--- config.mk ---
export PLATFORM = sky130hd
export DESIGN_NAME = glk_guard_lock
export DESIGN_NICKNAME = d
export VERILOG_FILES = /design/src/glk_pkg.sv /design/src/glk_sync_if.sv /design/src/glk_guard_lock.sv /design/src/glk_sync.sv
export SDC_FILE = /design/constraint.sdc
export NUM_CORES = 1
export LEC_CHECK = 0
export ABC_AREA = 1
export BUFFER_PORTS_ARGS = -buffer_cell sky130_fd_sc_hd__buf_2
export CELL_PAD_IN_SITES_DETAIL_PLACEMENT = 1
export CELL_PAD_IN_SITES_GLOBAL_PLACEMENT = 1
export CORE_MARGIN = 5
export CORE_UTILIZATION = 30
export CTS_CLUSTER_SIZE = 20
export DETAILED_ROUTE_END_ITERATION = 12
export GPL_TIMING_DRIVEN = 0
export PLACE_DENSITY = 0.63
export SLEW_MARGIN = 20
export SYNTH_ARGS = -nofsm -noshare
export SYNTH_HDL_FRONTEND = slang
export SYNTH_SLANG_ARGS = --single-unit
--- constraint.sdc ---
create_clock -name clk_i -period 5.7 [get_ports clk_i]
set_input_delay 0.285 -clock clk_i [delete_from_list [all_inputs] [get_ports clk_i]]
set_output_delay 0.285 -clock clk_i [all_outputs]
set_load 0.02 [all_outputs]
--- src/glk_pkg.sv ---
/*
  Package for the guard lock teach and output control block: state codes,
  indicator patterns and timing constants.
  Assumes a 250 MHz clock; long times are scaled to cycle counts in this package.
*/
package glk_pkg;

  // Clock rate
  localparam longint unsigned CLK_HZ = 64'd250_000_000;

  // Times in their own units
  localparam int unsigned TEACH_REQ_S = 10;      // Teach to power-off request
  localparam int unsigned TEACH_ABORT_MIN = 5;   // Wait for power-off
  localparam int unsigned INHIBIT_MIN = 10;      // Tamper inhibit
  localparam int unsigned WARN_MIN = 30;         // Warning to shutdown
  localparam int unsigned SLOW_HZ = 1;           // Slow flash rate
  localparam int unsigned FAST_HZ = 3;           // Short cyclic flash rate
  localparam int unsigned BAD_FLASHES = 5;       // Invalid actuator flashes

  // Cycle counts derived from the rate
  localparam longint unsigned TEACH_REQ_CYC = TEACH_REQ_S * CLK_HZ;
  localparam longint unsigned TEACH_ABORT_CYC = TEACH_ABORT_MIN * 60 * CLK_HZ;
  localparam longint unsigned INHIBIT_CYC = INHIBIT_MIN * 60 * CLK_HZ;
  localparam longint unsigned WARN_CYC = WARN_MIN * 60 * CLK_HZ;
  localparam longint unsigned SLOW_HALF_CYC = CLK_HZ / (2 * SLOW_HZ);
  localparam longint unsigned FAST_HALF_CYC = CLK_HZ / (2 * FAST_HZ);

  // Width of all timer counters
  localparam int unsigned TW = 40;

  // Teach sequence states, one-hot
  typedef enum logic [5:0] {
    GLK_RUN     = 6'h01,  // Normal operation
    GLK_TEACH   = 6'h02,  // Actuator being taught
    GLK_REQOFF  = 6'h04,  // Asking for power removal
    GLK_CONFIRM = 6'h08,  // After power-up, waiting for re-detection
    GLK_ABORT   = 6'h10,  // Teach cancelled, red flashes
    GLK_INHIBIT = 6'h20   // Tamper inhibit running
  } glk_state_t;

  // Teach variants
  localparam logic VAR_SINGLE = 1'b0;
  localparam logic VAR_MULTI = 1'b1;
  // Output variants
  localparam logic VAR_UNLOCK = 1'b0;
  localparam logic VAR_OPEN = 1'b1;

endpackage : glk_pkg

--- src/glk_sync_if.sv ---
/*
  Interface carrying the three-stage pin synchroniser group between the
  top module and its synchroniser.
  Assumes one clock for both ends.
*/
interface glk_sync_if #(parameter int unsigned N = 8);
  logic [N-1:0] raw;
  logic [N-1:0] clean;
  modport sync (input raw, output clean);
  modport user (output raw, input clean);
endinterface : glk_sync_if

--- src/glk_guard_lock.sv ---
/*
  Guard lock control: actuator teach-in with timeouts, tamper inhibit,
  lock release by the release command, safety channel enables in two
  variants and delayed shutdown after an error warning.
  Assumes power-up is signalled by rst_i and that a retained flag input
  reports whether a tamper inhibit was interrupted by power loss.
*/
// How it works
// - Teach state shows green off, red on, yellow flashing 1 Hz.
// - Ten seconds into teach, yellow switches to 3 Hz power-off request.
// - No power-off within five minutes aborts teach, five red flashes.
// - After power-up the actuator is detected again, then its code stored.
// - Single-teach variant locks the pairing and refuses further teach.
// - Multi-teach variant allows teach to repeat without limit.
// - Teaching a new code invalidates the previously stored code.
// - After teaching, a ten-minute inhibit keeps safety channels off.
// - Green flashes until inhibit expired and the new actuator detected.
// - Power loss during inhibit restarts the full inhibit at power-up.
// - Release command high unlocks the guard.
// - Release command low locks, only with the correct actuator inserted.
// - Unlock-sensitive variant drops both channels on unlock.
// - Unlock-sensitive variant re-enables channels when relocked with actuator.
// - Open-sensitive variant drops channels only when the guard opens.
// - Non-critical error with channels on: warn, diag low, delayed shutdown.
// - Channels drop after the warning stays active thirty minutes.
// - After the cause goes, error is cleared only by opening the guard.
// - Green flashes 1 Hz if a chain input lacks voltage, else steady.
// - A warning clears by itself once its cause is removed.
module glk_guard_lock #(
  parameter logic TEACH_VARIANT = glk_pkg::VAR_MULTI,
  parameter logic OUT_VARIANT = glk_pkg::VAR_UNLOCK,
  parameter int unsigned CODE_W = 16,
  parameter longint unsigned TEACH_REQ_CYC = glk_pkg::TEACH_REQ_CYC,
  parameter longint unsigned TEACH_ABORT_CYC = glk_pkg::TEACH_ABORT_CYC,
  parameter longint unsigned INHIBIT_CYC = glk_pkg::INHIBIT_CYC,
  parameter longint unsigned WARN_CYC = glk_pkg::WARN_CYC,
  parameter longint unsigned SLOW_HALF_CYC = glk_pkg::SLOW_HALF_CYC,
  parameter longint unsigned FAST_HALF_CYC = glk_pkg::FAST_HALF_CYC
) (
  input wire logic clk_i,
  input wire logic rst_i,
  input wire logic ce_i,
  input wire logic individual_coding_i,
  input wire logic [CODE_W-1:0] stored_code_i,
  input wire logic stored_valid_i,
  input wire logic paired_i,
  input wire logic inhibit_pending_i,
  input wire logic actuator_present_i,
  input wire logic [CODE_W-1:0] actuator_code_i,
  input wire logic guard_closed_i,
  input wire logic lock_release_i,
  input wire logic chain_input_a_i,
  input wire logic chain_input_b_i,
  input wire logic noncrit_error_i,
  input wire logic critical_error_i,
  output logic lock_engage_o,
  output logic safety_chan_a_o,
  output logic safety_chan_b_o,
  output logic diag_o,
  output logic led_green_o,
  output logic led_red_o,
  output logic led_yellow_o,
  output logic store_we_o,
  output logic [CODE_W-1:0] store_code_o,
  output logic store_valid_o,
  output logic store_paired_o,
  output logic inhibit_pending_o
);

  ////////////////////////////////////////////////////////////////////////////
  // Pin synchronisers

  localparam int unsigned NS = 8;
  glk_sync_if #(.N(NS)) sif ();

  assign sif.raw = {critical_error_i, noncrit_error_i, chain_input_b_i,
                    chain_input_a_i, lock_release_i, guard_closed_i,
                    actuator_present_i, 1'b0};

  glk_sync #(.N(NS)) u_sync (
    .clk_i(clk_i),
    .rst_i(rst_i),
    .ce_i(ce_i),
    .s(sif.sync)
  );

  logic act_in, closed_in, release_in, cha_in, chb_in, nce_in, crit_in;
  assign act_in = sif.clean[1];
  assign closed_in = sif.clean[2];
  assign release_in = sif.clean[3];
  assign cha_in = sif.clean[4];
  assign chb_in = sif.clean[5];
  assign nce_in = sif.clean[6];
  assign crit_in = sif.clean[7];

  ////////////////////////////////////////////////////////////////////////////
  // State

  typedef struct packed {
    glk_pkg::glk_state_t st;
    logic started;                        // Power-up capture done
    logic [glk_pkg::TW-1:0] tmr;          // Sequence timer
    logic [glk_pkg::TW-1:0] wtmr;         // Warning timer
    logic [glk_pkg::TW-1:0] slow;         // Slow flash divider
    logic [glk_pkg::TW-1:0] fast;         // Fast flash divider
    logic slow_ph;
    logic fast_ph;
    logic [3:0] flashes;                  // Red flash edges left in abort
    logic seen;                           // Actuator seen since inhibit start
    logic [CODE_W-1:0] code;              // Active taught code
    logic code_ok;
    logic paired;
    logic pend;                           // Inhibit running, kept across power
    logic locked;
    logic enable;
    logic warn;
    logic err_latch;                      // Shut down, cleared by opening
    logic was_closed;
    logic store_we;
    logic sval;                           // Valid flag offered to the store
    logic diag;
    logic g;
    logic rd;
    logic y;
  } glk_st_t;

  glk_st_t r;
  glk_st_t next_r;

  logic match;
  logic chains_ok;
  assign match = act_in && r.code_ok && (actuator_code_i == r.code);
  assign chains_ok = cha_in && chb_in;

  ////////////////////////////////////////////////////////////////////////////
  // Next state

  always_comb begin
    logic allow;
    allow = 1'b0;
    next_r = r;
    next_r.store_we = 1'b0;
    next_r.was_closed = closed_in;

    // Flash dividers
    if (r.slow >= glk_pkg::TW'(SLOW_HALF_CYC - 1)) begin
      next_r.slow = '0;
      next_r.slow_ph = ~r.slow_ph;
    end else begin
      next_r.slow = r.slow + 1'b1;
    end
    if (r.fast >= glk_pkg::TW'(FAST_HALF_CYC - 1)) begin
      next_r.fast = '0;
      next_r.fast_ph = ~r.fast_ph;
    end else begin
      next_r.fast = r.fast + 1'b1;
    end

    if (!r.started) begin
      // Retained values are caught after reset release
      next_r.started = 1'b1;
      next_r.code = stored_code_i;
      next_r.code_ok = stored_valid_i;
      next_r.paired = paired_i;
      next_r.pend = inhibit_pending_i;
      next_r.tmr = '0;
      if (inhibit_pending_i) begin
        next_r.st = glk_pkg::GLK_INHIBIT;
      end else if (individual_coding_i && stored_valid_i && !paired_i) begin
        next_r.st = glk_pkg::GLK_CONFIRM;
      end else begin
        next_r.st = glk_pkg::GLK_RUN;
      end
    end else begin
      next_r.tmr = r.tmr + 1'b1;
      unique case (r.st)
        glk_pkg::GLK_RUN: begin
          next_r.tmr = '0;
          // Unknown actuator after power cycle starts teaching
          if (individual_coding_i && act_in && !match && !r.code_ok &&
              !(r.paired && TEACH_VARIANT == glk_pkg::VAR_SINGLE)) begin
            next_r.st = glk_pkg::GLK_TEACH;
          end
        end
        glk_pkg::GLK_TEACH: begin
          if (r.tmr >= glk_pkg::TW'(TEACH_REQ_CYC - 1)) begin
            next_r.tmr = '0;
            next_r.st = glk_pkg::GLK_REQOFF;
            // Candidate code held in storage, old one no longer valid
            next_r.code = actuator_code_i;
            next_r.code_ok = 1'b0;
            next_r.store_we = 1'b1;
          end
        end
        glk_pkg::GLK_REQOFF: begin
          if (r.tmr >= glk_pkg::TW'(TEACH_ABORT_CYC - 1)) begin
            next_r.tmr = '0;
            next_r.flashes = 4'(2 * glk_pkg::BAD_FLASHES);
            next_r.st = glk_pkg::GLK_ABORT;
            next_r.store_we = 1'b1;
          end
        end
        glk_pkg::GLK_ABORT: begin
          if (r.slow_ph != next_r.slow_ph) begin
            if (r.flashes == 4'h0) begin
              next_r.st = glk_pkg::GLK_RUN;
            end else begin
              next_r.flashes = r.flashes - 1'b1;
            end
          end
        end
        glk_pkg::GLK_CONFIRM: begin
          next_r.tmr = '0;
          if (act_in && actuator_code_i == r.code) begin
            next_r.code_ok = 1'b1;
            next_r.paired = 1'b1;
            next_r.pend = 1'b1;
            next_r.seen = 1'b0;
            next_r.store_we = 1'b1;
            next_r.st = glk_pkg::GLK_INHIBIT;
          end
        end
        glk_pkg::GLK_INHIBIT: begin
          if (match) begin
            next_r.seen = 1'b1;
          end
          if (r.tmr >= glk_pkg::TW'(INHIBIT_CYC - 1)) begin
            next_r.tmr = INHIBIT_CYC[glk_pkg::TW-1:0];
            if (r.pend) begin
              next_r.pend = 1'b0;
              next_r.store_we = 1'b1;
            end
            if (r.seen || match) begin
              next_r.st = glk_pkg::GLK_RUN;
            end
          end
        end
        default: begin
          next_r.st = glk_pkg::GLK_RUN;
        end
      endcase
    end

    // Lock follows the release command, engages only on the right actuator
    if (release_in) begin
      next_r.locked = 1'b0;
    end else if (match && closed_in) begin
      next_r.locked = 1'b1;
    end

    // Warning follows its cause; timer runs while it stands
    next_r.warn = nce_in && (r.enable || r.warn);
    if (!next_r.warn) begin
      next_r.wtmr = '0;
    end else if (r.wtmr < glk_pkg::TW'(WARN_CYC)) begin
      next_r.wtmr = r.wtmr + 1'b1;
    end
    if ((r.warn && r.wtmr >= glk_pkg::TW'(WARN_CYC - 1)) || crit_in) begin
      next_r.err_latch = 1'b1;
    end else if (!closed_in && r.was_closed && !nce_in) begin
      next_r.err_latch = 1'b0;
    end

    // Enable decision, one value for both channels
    if (OUT_VARIANT == glk_pkg::VAR_UNLOCK) begin
      allow = next_r.locked && match;
    end else begin
      allow = closed_in && match;
    end
    next_r.enable = allow && r.started && !next_r.err_latch && !crit_in &&
                    chains_ok && (r.st == glk_pkg::GLK_RUN);
    next_r.diag = next_r.enable && !next_r.warn;
    // Candidate counts as valid while the power-off request stands
    next_r.sval = next_r.code_ok || (next_r.st == glk_pkg::GLK_REQOFF);

    // Indicators
    unique case (r.st)
      glk_pkg::GLK_TEACH: begin
        next_r.g = 1'b0;
        next_r.rd = 1'b1;
        next_r.y = r.slow_ph;
      end
      glk_pkg::GLK_REQOFF: begin
        next_r.g = 1'b0;
        next_r.rd = 1'b1;
        next_r.y = r.fast_ph;
      end
      glk_pkg::GLK_ABORT: begin
        next_r.g = 1'b0;
        next_r.rd = r.flashes[0];
        next_r.y = 1'b0;
      end
      glk_pkg::GLK_INHIBIT, glk_pkg::GLK_CONFIRM: begin
        next_r.g = r.slow_ph;
        next_r.rd = 1'b0;
        next_r.y = 1'b0;
      end
      default: begin
        next_r.g = chains_ok ? 1'b1 : r.slow_ph;
        next_r.rd = (r.warn || r.err_latch) ? r.slow_ph : 1'b0;
        next_r.y = next_r.locked ? 1'b1 : (closed_in ? r.slow_ph : 1'b0);
      end
    endcase
  end

  ////////////////////////////////////////////////////////////////////////////
  // Registers

  // Reset stands for power-up: retained state is reloaded afterwards
  always_ff @(posedge clk_i) begin
    if (rst_i) begin
      r <= '0;
      r.st <= glk_pkg::GLK_RUN;
    end else if (ce_i) begin
      r <= next_r;
    end
  end

  // Both channels from the same flop so they can never disagree
  assign safety_chan_a_o = r.enable;
  assign safety_chan_b_o = r.enable;
  assign lock_engage_o = r.locked;
  assign diag_o = r.diag;
  assign led_green_o = r.g;
  assign led_red_o = r.rd;
  assign led_yellow_o = r.y;
  assign store_we_o = r.store_we;
  assign store_code_o = r.code;
  assign store_valid_o = r.sval;
  assign store_paired_o = r.paired;
  assign inhibit_pending_o = r.pend;

endmodule // glk_guard_lock

--- src/glk_sync.sv ---
/*
  Pin synchroniser: three stages plus an output flip-flop per bit, a change is accepted once the
  second and third stages agree.
  Assumes all inputs are asynchronous to clk_i.
*/
module glk_sync #(
  parameter int unsigned N = 8
) (
  input wire logic clk_i,
  input wire logic rst_i,
  input wire logic ce_i,
  glk_sync_if.sync s
);

  typedef struct packed {
    logic [N-1:0] s1;
    logic [N-1:0] s2;
    logic [N-1:0] s3;
    logic [N-1:0] out;
  } glk_sync_st_t;

  glk_sync_st_t r;
  glk_sync_st_t next_r;

  // Stage shift; first stage feeds only the second
  always_comb begin
    next_r = r;
    next_r.s1 = s.raw;
    next_r.s2 = r.s1;
    next_r.s3 = r.s2;
    for (int i = 0; i < N; i++) begin
      if (r.s2[i] == r.s3[i]) begin
        next_r.out[i] = r.s3[i];
      end
    end
  end

  always_ff @(posedge clk_i) begin
    if (rst_i) begin
      r <= '0;
    end else if (ce_i) begin
      r <= next_r;
    end
  end

  assign s.clean = r.out;

endmodule // glk_sync

# After elaboration in Yosys (flattened, before gate mapping)
# Index checks and enable logic that the tools add are counted.
# W data, S select, Z words.
dict set report word_totals {
  register_bits 232
  latch_bits 0
  ramBits 0
  rom_bits 0
  inputBits 46
  output_inout_bits 27
  word_cells 184
  n_memories 0
}
dict set report classes {
  add_sub_neg 5
  n_mul 0
  n_div 0
  n_lt_le_gt_ge 7
  eq_ne 29
  shift 0
  mux 53
  bitwise 2
  reduce_logical 53
}
# cell n
set ops {}
lappend ops {{$mux W40} 8}
lappend ops {{$add A40 B1 Y40 const B} 4}
lappend ops {{$pmux W40 S4} 1}
lappend ops {{$mux W6} 10}
lappend ops {{$ge A40 B26 Y1 const B} 1}
lappend ops {{$ge A40 B27 Y1 const B} 1}
lappend ops {{$ge A40 B32 Y1 const B} 1}
lappend ops {{$ge A40 B37 Y1 const B} 1}
lappend ops {{$ge A40 B38 Y1 const B} 1}
lappend ops {{$ge A40 B39 Y1 const B} 1}
lappend ops {{$lt A40 B39 Y1 const B} 1}
lappend ops {{$pmux W6 S6} 1}
lappend ops {{$logic_and A1 B1 Y1} 21}
lappend ops {{$mux W1} 19}
lappend ops {{$mux W19} 1}
lappend ops {{$reduce_and A2 Y1} 9}
lappend ops {{$mux W17} 1}
lappend ops {{$eq A16 B16 Y1} 1}
lappend ops {{$mux W16} 1}
lappend ops {{$mux W4} 4}
lappend ops {{$eq A6 B3 Y1 const B} 2}
lappend ops {{$pmux W3 S4} 1}
lappend ops {{$ne A2 B1 Y1 const B} 5}
lappend ops {{$ne A2 B2 Y1 const B} 5}
lappend ops {{other kinds (24)} 48}

# Longest topological paths before layout
dict set report depth {
  ltp_word 12
  ltp_mapped 17
  ltp_nobuf 17
}

# By module
# From an unflattened synthesis, not the netlist that was laid out.
dict set report hier_totals {
  cells_unflattened 2106
  area_unflattened_um2 13656.8
}
# module instances cells_each area_per_inst_um2 seq_area_each_um2
set modules_own_cells {}
lappend modules_own_cells {glk_guard_lock 1 1927 12311.8 4083.9}
lappend modules_own_cells {glk_sync 1 179 1345.0 640.6}

# Worst setup path after synthesis
# No wires, ideal clock.
dict set report synth_timing {
  kind {reg2reg}
  from {register r[157] (netlist name)}
  to {register r, in the netlist store_code_o[10]}
  setup_ps 128
  arrival_time_ps 1690
  required_time_ps 5572
  slack_ps 3883
  stages_incl_launch_ff 14
  n_path_buf 1
  period_less_slack_ps 1817
  path_cell_list {dfxtp_1 > ha_1 > nand2_2 > nor2_4 > nand2_2 > inv_2 > nand3_2 > nand3_4 > nand2_4 > nand2_2 > nand2_4 > buf_6 > a21oi_1 > nor2_2}
}
dict set report synth_between {
  elab_chain_cells 3
}
# element line_no
set synth_rtl {}
lappend synth_rtl {{start: declaration} glk_guard_lock.sv:127} ;# glk_st_t r;
lappend synth_rtl {{start signal: assignment} glk_guard_lock.sv:315} ;# r <= next_r;
lappend synth_rtl {{$ge A40 B32 Y1} glk_guard_lock.sv:186} ;# if (r.tmr >= glk_pkg::TW'(TEACH_REQ_CYC - 1)) begin
lappend synth_rtl {{$ne A2 B1 Y1 (no source line)} --}
lappend synth_rtl {{$reduce_and A3 Y1 (no source line)} --}
# No other way between the ends.
# A chain may end at the register's enable or synchronous reset.

# Final worst setup path
dict set report layout_timing {
  from {register r[108] (netlist name)}
  to {register r[88] (netlist name)}
}
dict set report layout_between {
  elab_chain_cells 2
}
# element line_no
set layout_rtl {}
lappend layout_rtl {{$ge A40 B27 Y1} glk_guard_lock.sv:146} ;# if (r.slow >= glk_pkg::TW'(SLOW_HALF_CYC - 1)) begin
lappend layout_rtl {{$mux W40} glk_guard_lock.sv:146}
# No other way between the ends.

==> impl_metrics.tcl <==
set metrics [dict create \
    ys_warn_count 0 \
    reg2reg_depth 8 \
    finalPower_mw 4.14 \
    peakVddDrop_v 0.000237 \
    endpoint "r[88]" \
    portBuffers 71 \
    fin_ws_ns 3.22 \
    finalClockSkew_ns 0.0185 \
    drive_gt1_frac 0.111 \
    cap_violations 0 \
    overflow 0 \
    critPathLaunchType "flip-flop" \
    ys_ff_latch 232 \
    cts_setup_buffers 0 \
    synth_seq_area_share 0.340 \
    cpPeakStageDelay_ns 0.51 \
    path_class "reg -> reg" \
    coreArea_mm2 0.0452 \
    drv_slew 0 \
    cp_max_fo 10 \
    fmax_ghz 0.403 \
    rsz0062_at_grt "false" \
    cp.required_ns 6.20 \
    drtIter0Drc 708 \
    placed_cell_area_mm2 0.0147 \
    drtPass1Iterations 7 \
    ctsResizeCount 0 \
    hold_viol_final 0 \
    yosysUniqueCellTypes 50 \
    p_leak_nw 6.18 \
    hold_class "in -> reg" \
    htreeDepth 1 \
    io_pins 73 \
    syn_area_mm2 0.0136 \
    gp_congestion 0.884 \
    netlist_instances 2120 \
    hold_ws_ns 0.0535 \
    clkTransAtPathRegs_ns 0.06 \
    syn_to_final_growth_pct 16.9 \
    dieArea_mm2 0.0498 \
    fin_nets 2286 \
    slowest_stage "nor3_1" \
    end_kind "flip-flop" \
    synth-main-ff-cell "dfxtp_1" \
    fp-row-count 78 \
    period_minus_slack_ns 2.48 \
    antennaDiodeCount 0 \
    tritoncts "built" \
    cts_made_buffers 31 \
    finalSetupTns_ns 0 \
    cp_cell_sequence "nor2_1 > nand4_1 > nor3_1 > nand3_1 > nand2_1 > nand2_2 > buf_2 > a211oi_1" \
    async_reset_ff_frac 0 \
    placed_cells 2791 \
    grt_max_degree 17 \
    reg2reg_to "r[88]" \
    clk_latency_ns 0.60 \
    avgRoutedWirePerCell_um 17.3 \
    dp_hpwl_um 38200 \
    cts_root_buf "clkbuf_16" \
    tightest_slew_ns 0.943 \
    start_util 0.302 \
    synth_edf_count 0 \
    syn-num-nets 2174 \
    via_per_inst 4.92 \
    drtAntennaViolNets 0 \
    arrival_ns 2.98 \
    setup_viol 0 \
    synth.avg_cell_area_um2 6.43 \
    hp-start "ce_i" \
    relSlewSlack 0.371 \
    grt_pass1_vias 14500 \
    antenna_found_initial 1 \
    place_ws_ns 2.94 \
    status "finished, final reports clean" \
    grt_pass1_wl_um 78700 \
    rr_startpoint "r[108]" \
    layout_commonest_cell "nand2_1" \
    route.detailed.drc 0 \
    track_usage 0.192 \
    via_count 14100 \
    layout_common_cells "nand2_1 (489), nor2_1 (335), dfxtp_1 (232)" \
    clockBufferDepth 3 \
    postLayoutCellArea_mm2 0.0159 \
    instances_no_fill 2856 \
    finalCritPeriodShare 0.435 \
    finish.utilization 0.353 \
    rrSetupSlack_ns 3.22 \
    startpoint "r[108]" \
    cts.sinks 232 \
    fp.dieW_um 223 \
    die_y_um 223 \
    wl_um 49400 \
    p_per_area_mw_per_mm2 260 \
]
==> report_power, final <==
| group | switching, mW | total [mW] | internal, mW |
|---|---|---|---|
| Combinational | 0.233 | 0.337 | 0.104 |
| Sequential | 0.0283 | 1.68 | 1.65 |
| Clock | 0.810 | 2.13 | 1.32 |
==> cell type report <==
class	instances	area, µm²
repair buffers	79	435
clock inverters	15	231
plain buffers	99	527
clock buffers	42	887
flip-flops and latches	232	4640
fillers	5886	29200
well taps	600	751
multi-input cells	1554	7590
inverters	235	883
==> logic make-up after synthesis <==
logic type      count (synthesis)  synth area share
compound gates                271             0.106
flops                         232             0.340
fa+ha+maj                       8           0.00734
xor+xnor                       82            0.0526
buf+inv                       334             0.103
simple gates                 1193             0.391
==> how the worst min path moves through the flow <==
| stage | to | depth (start not counted) |
|---|---|---|
| detailed placement | r[76] | 2 |
| global route | r[37] | 4 |
| finish | r[37] | 4 |
| global placement | r[107] | 2 |
| floorplan | r[114] | 2 |
| CTS | r[37] | 4 |
==> cell usage after synthesis, types with 13 or more instances <==
master / number / share of area
clkbuf_1: 42 / 0.012
inv_1: 220 / 0.061
nor4_1: 17 / 0.0078
o21ai_0: 92 / 0.034
nand4_1: 60 / 0.028
nand2_1: 489 / 0.13
dfxtp_1: 232 / 0.34
inv_2: 13 / 0.0036
a21oi_1: 146 / 0.054
xor2_1: 73 / 0.047
buf_2: 22 / 0.0081
nand3_1: 134 / 0.049
nor3_1: 78 / 0.029
nor2_1: 335 / 0.092
nand2_2: 14 / 0.0064
buf_4: 22 / 0.012
==> layer usage <==
| metal | global-route usage | up-vias | share of wire |
|---|---|---|---|
| met5 | 0 | - | 0.00026 |
| met4 | 0.0431 | 2 | 0.019 |
| met3 | 0.0236 | 59 | 0.034 |
| met2 | 0.330 | 179 | 0.47 |
| met1 | 0.259 | 6760 | 0.48 |
| li1 | - | 7055 | - |
==> what timing repair did <==
action | 4_1_cts | 5_1_grt
hold buffers | 8 | 0
endpoints found under the setup margin | 0 | 0
endpoints found under the hold margin | 8 | 0
==> worst max-delay path: cells and delay by family, from the launching register on <==
| kind | cells | cell delay (ns) |
|---|---|---|
| simple gates | 6 | 1.63 |
| flops | 1 | 0.31 |
| buf+inv | 1 | 0.24 |
| compound gates | 1 | 0.20 |
==> sequential cells by signal (all words and copies together), names as in the netlist, 7 cells and up <==
| register | count |
|---|---|
| u_sync.s.clean | 7 |
| u_sync.next_r | 14 |
| r | 178 |
| u_sync.r | 7 |
| store_code_o | 16 |
(Power assumes the default switching activity.)
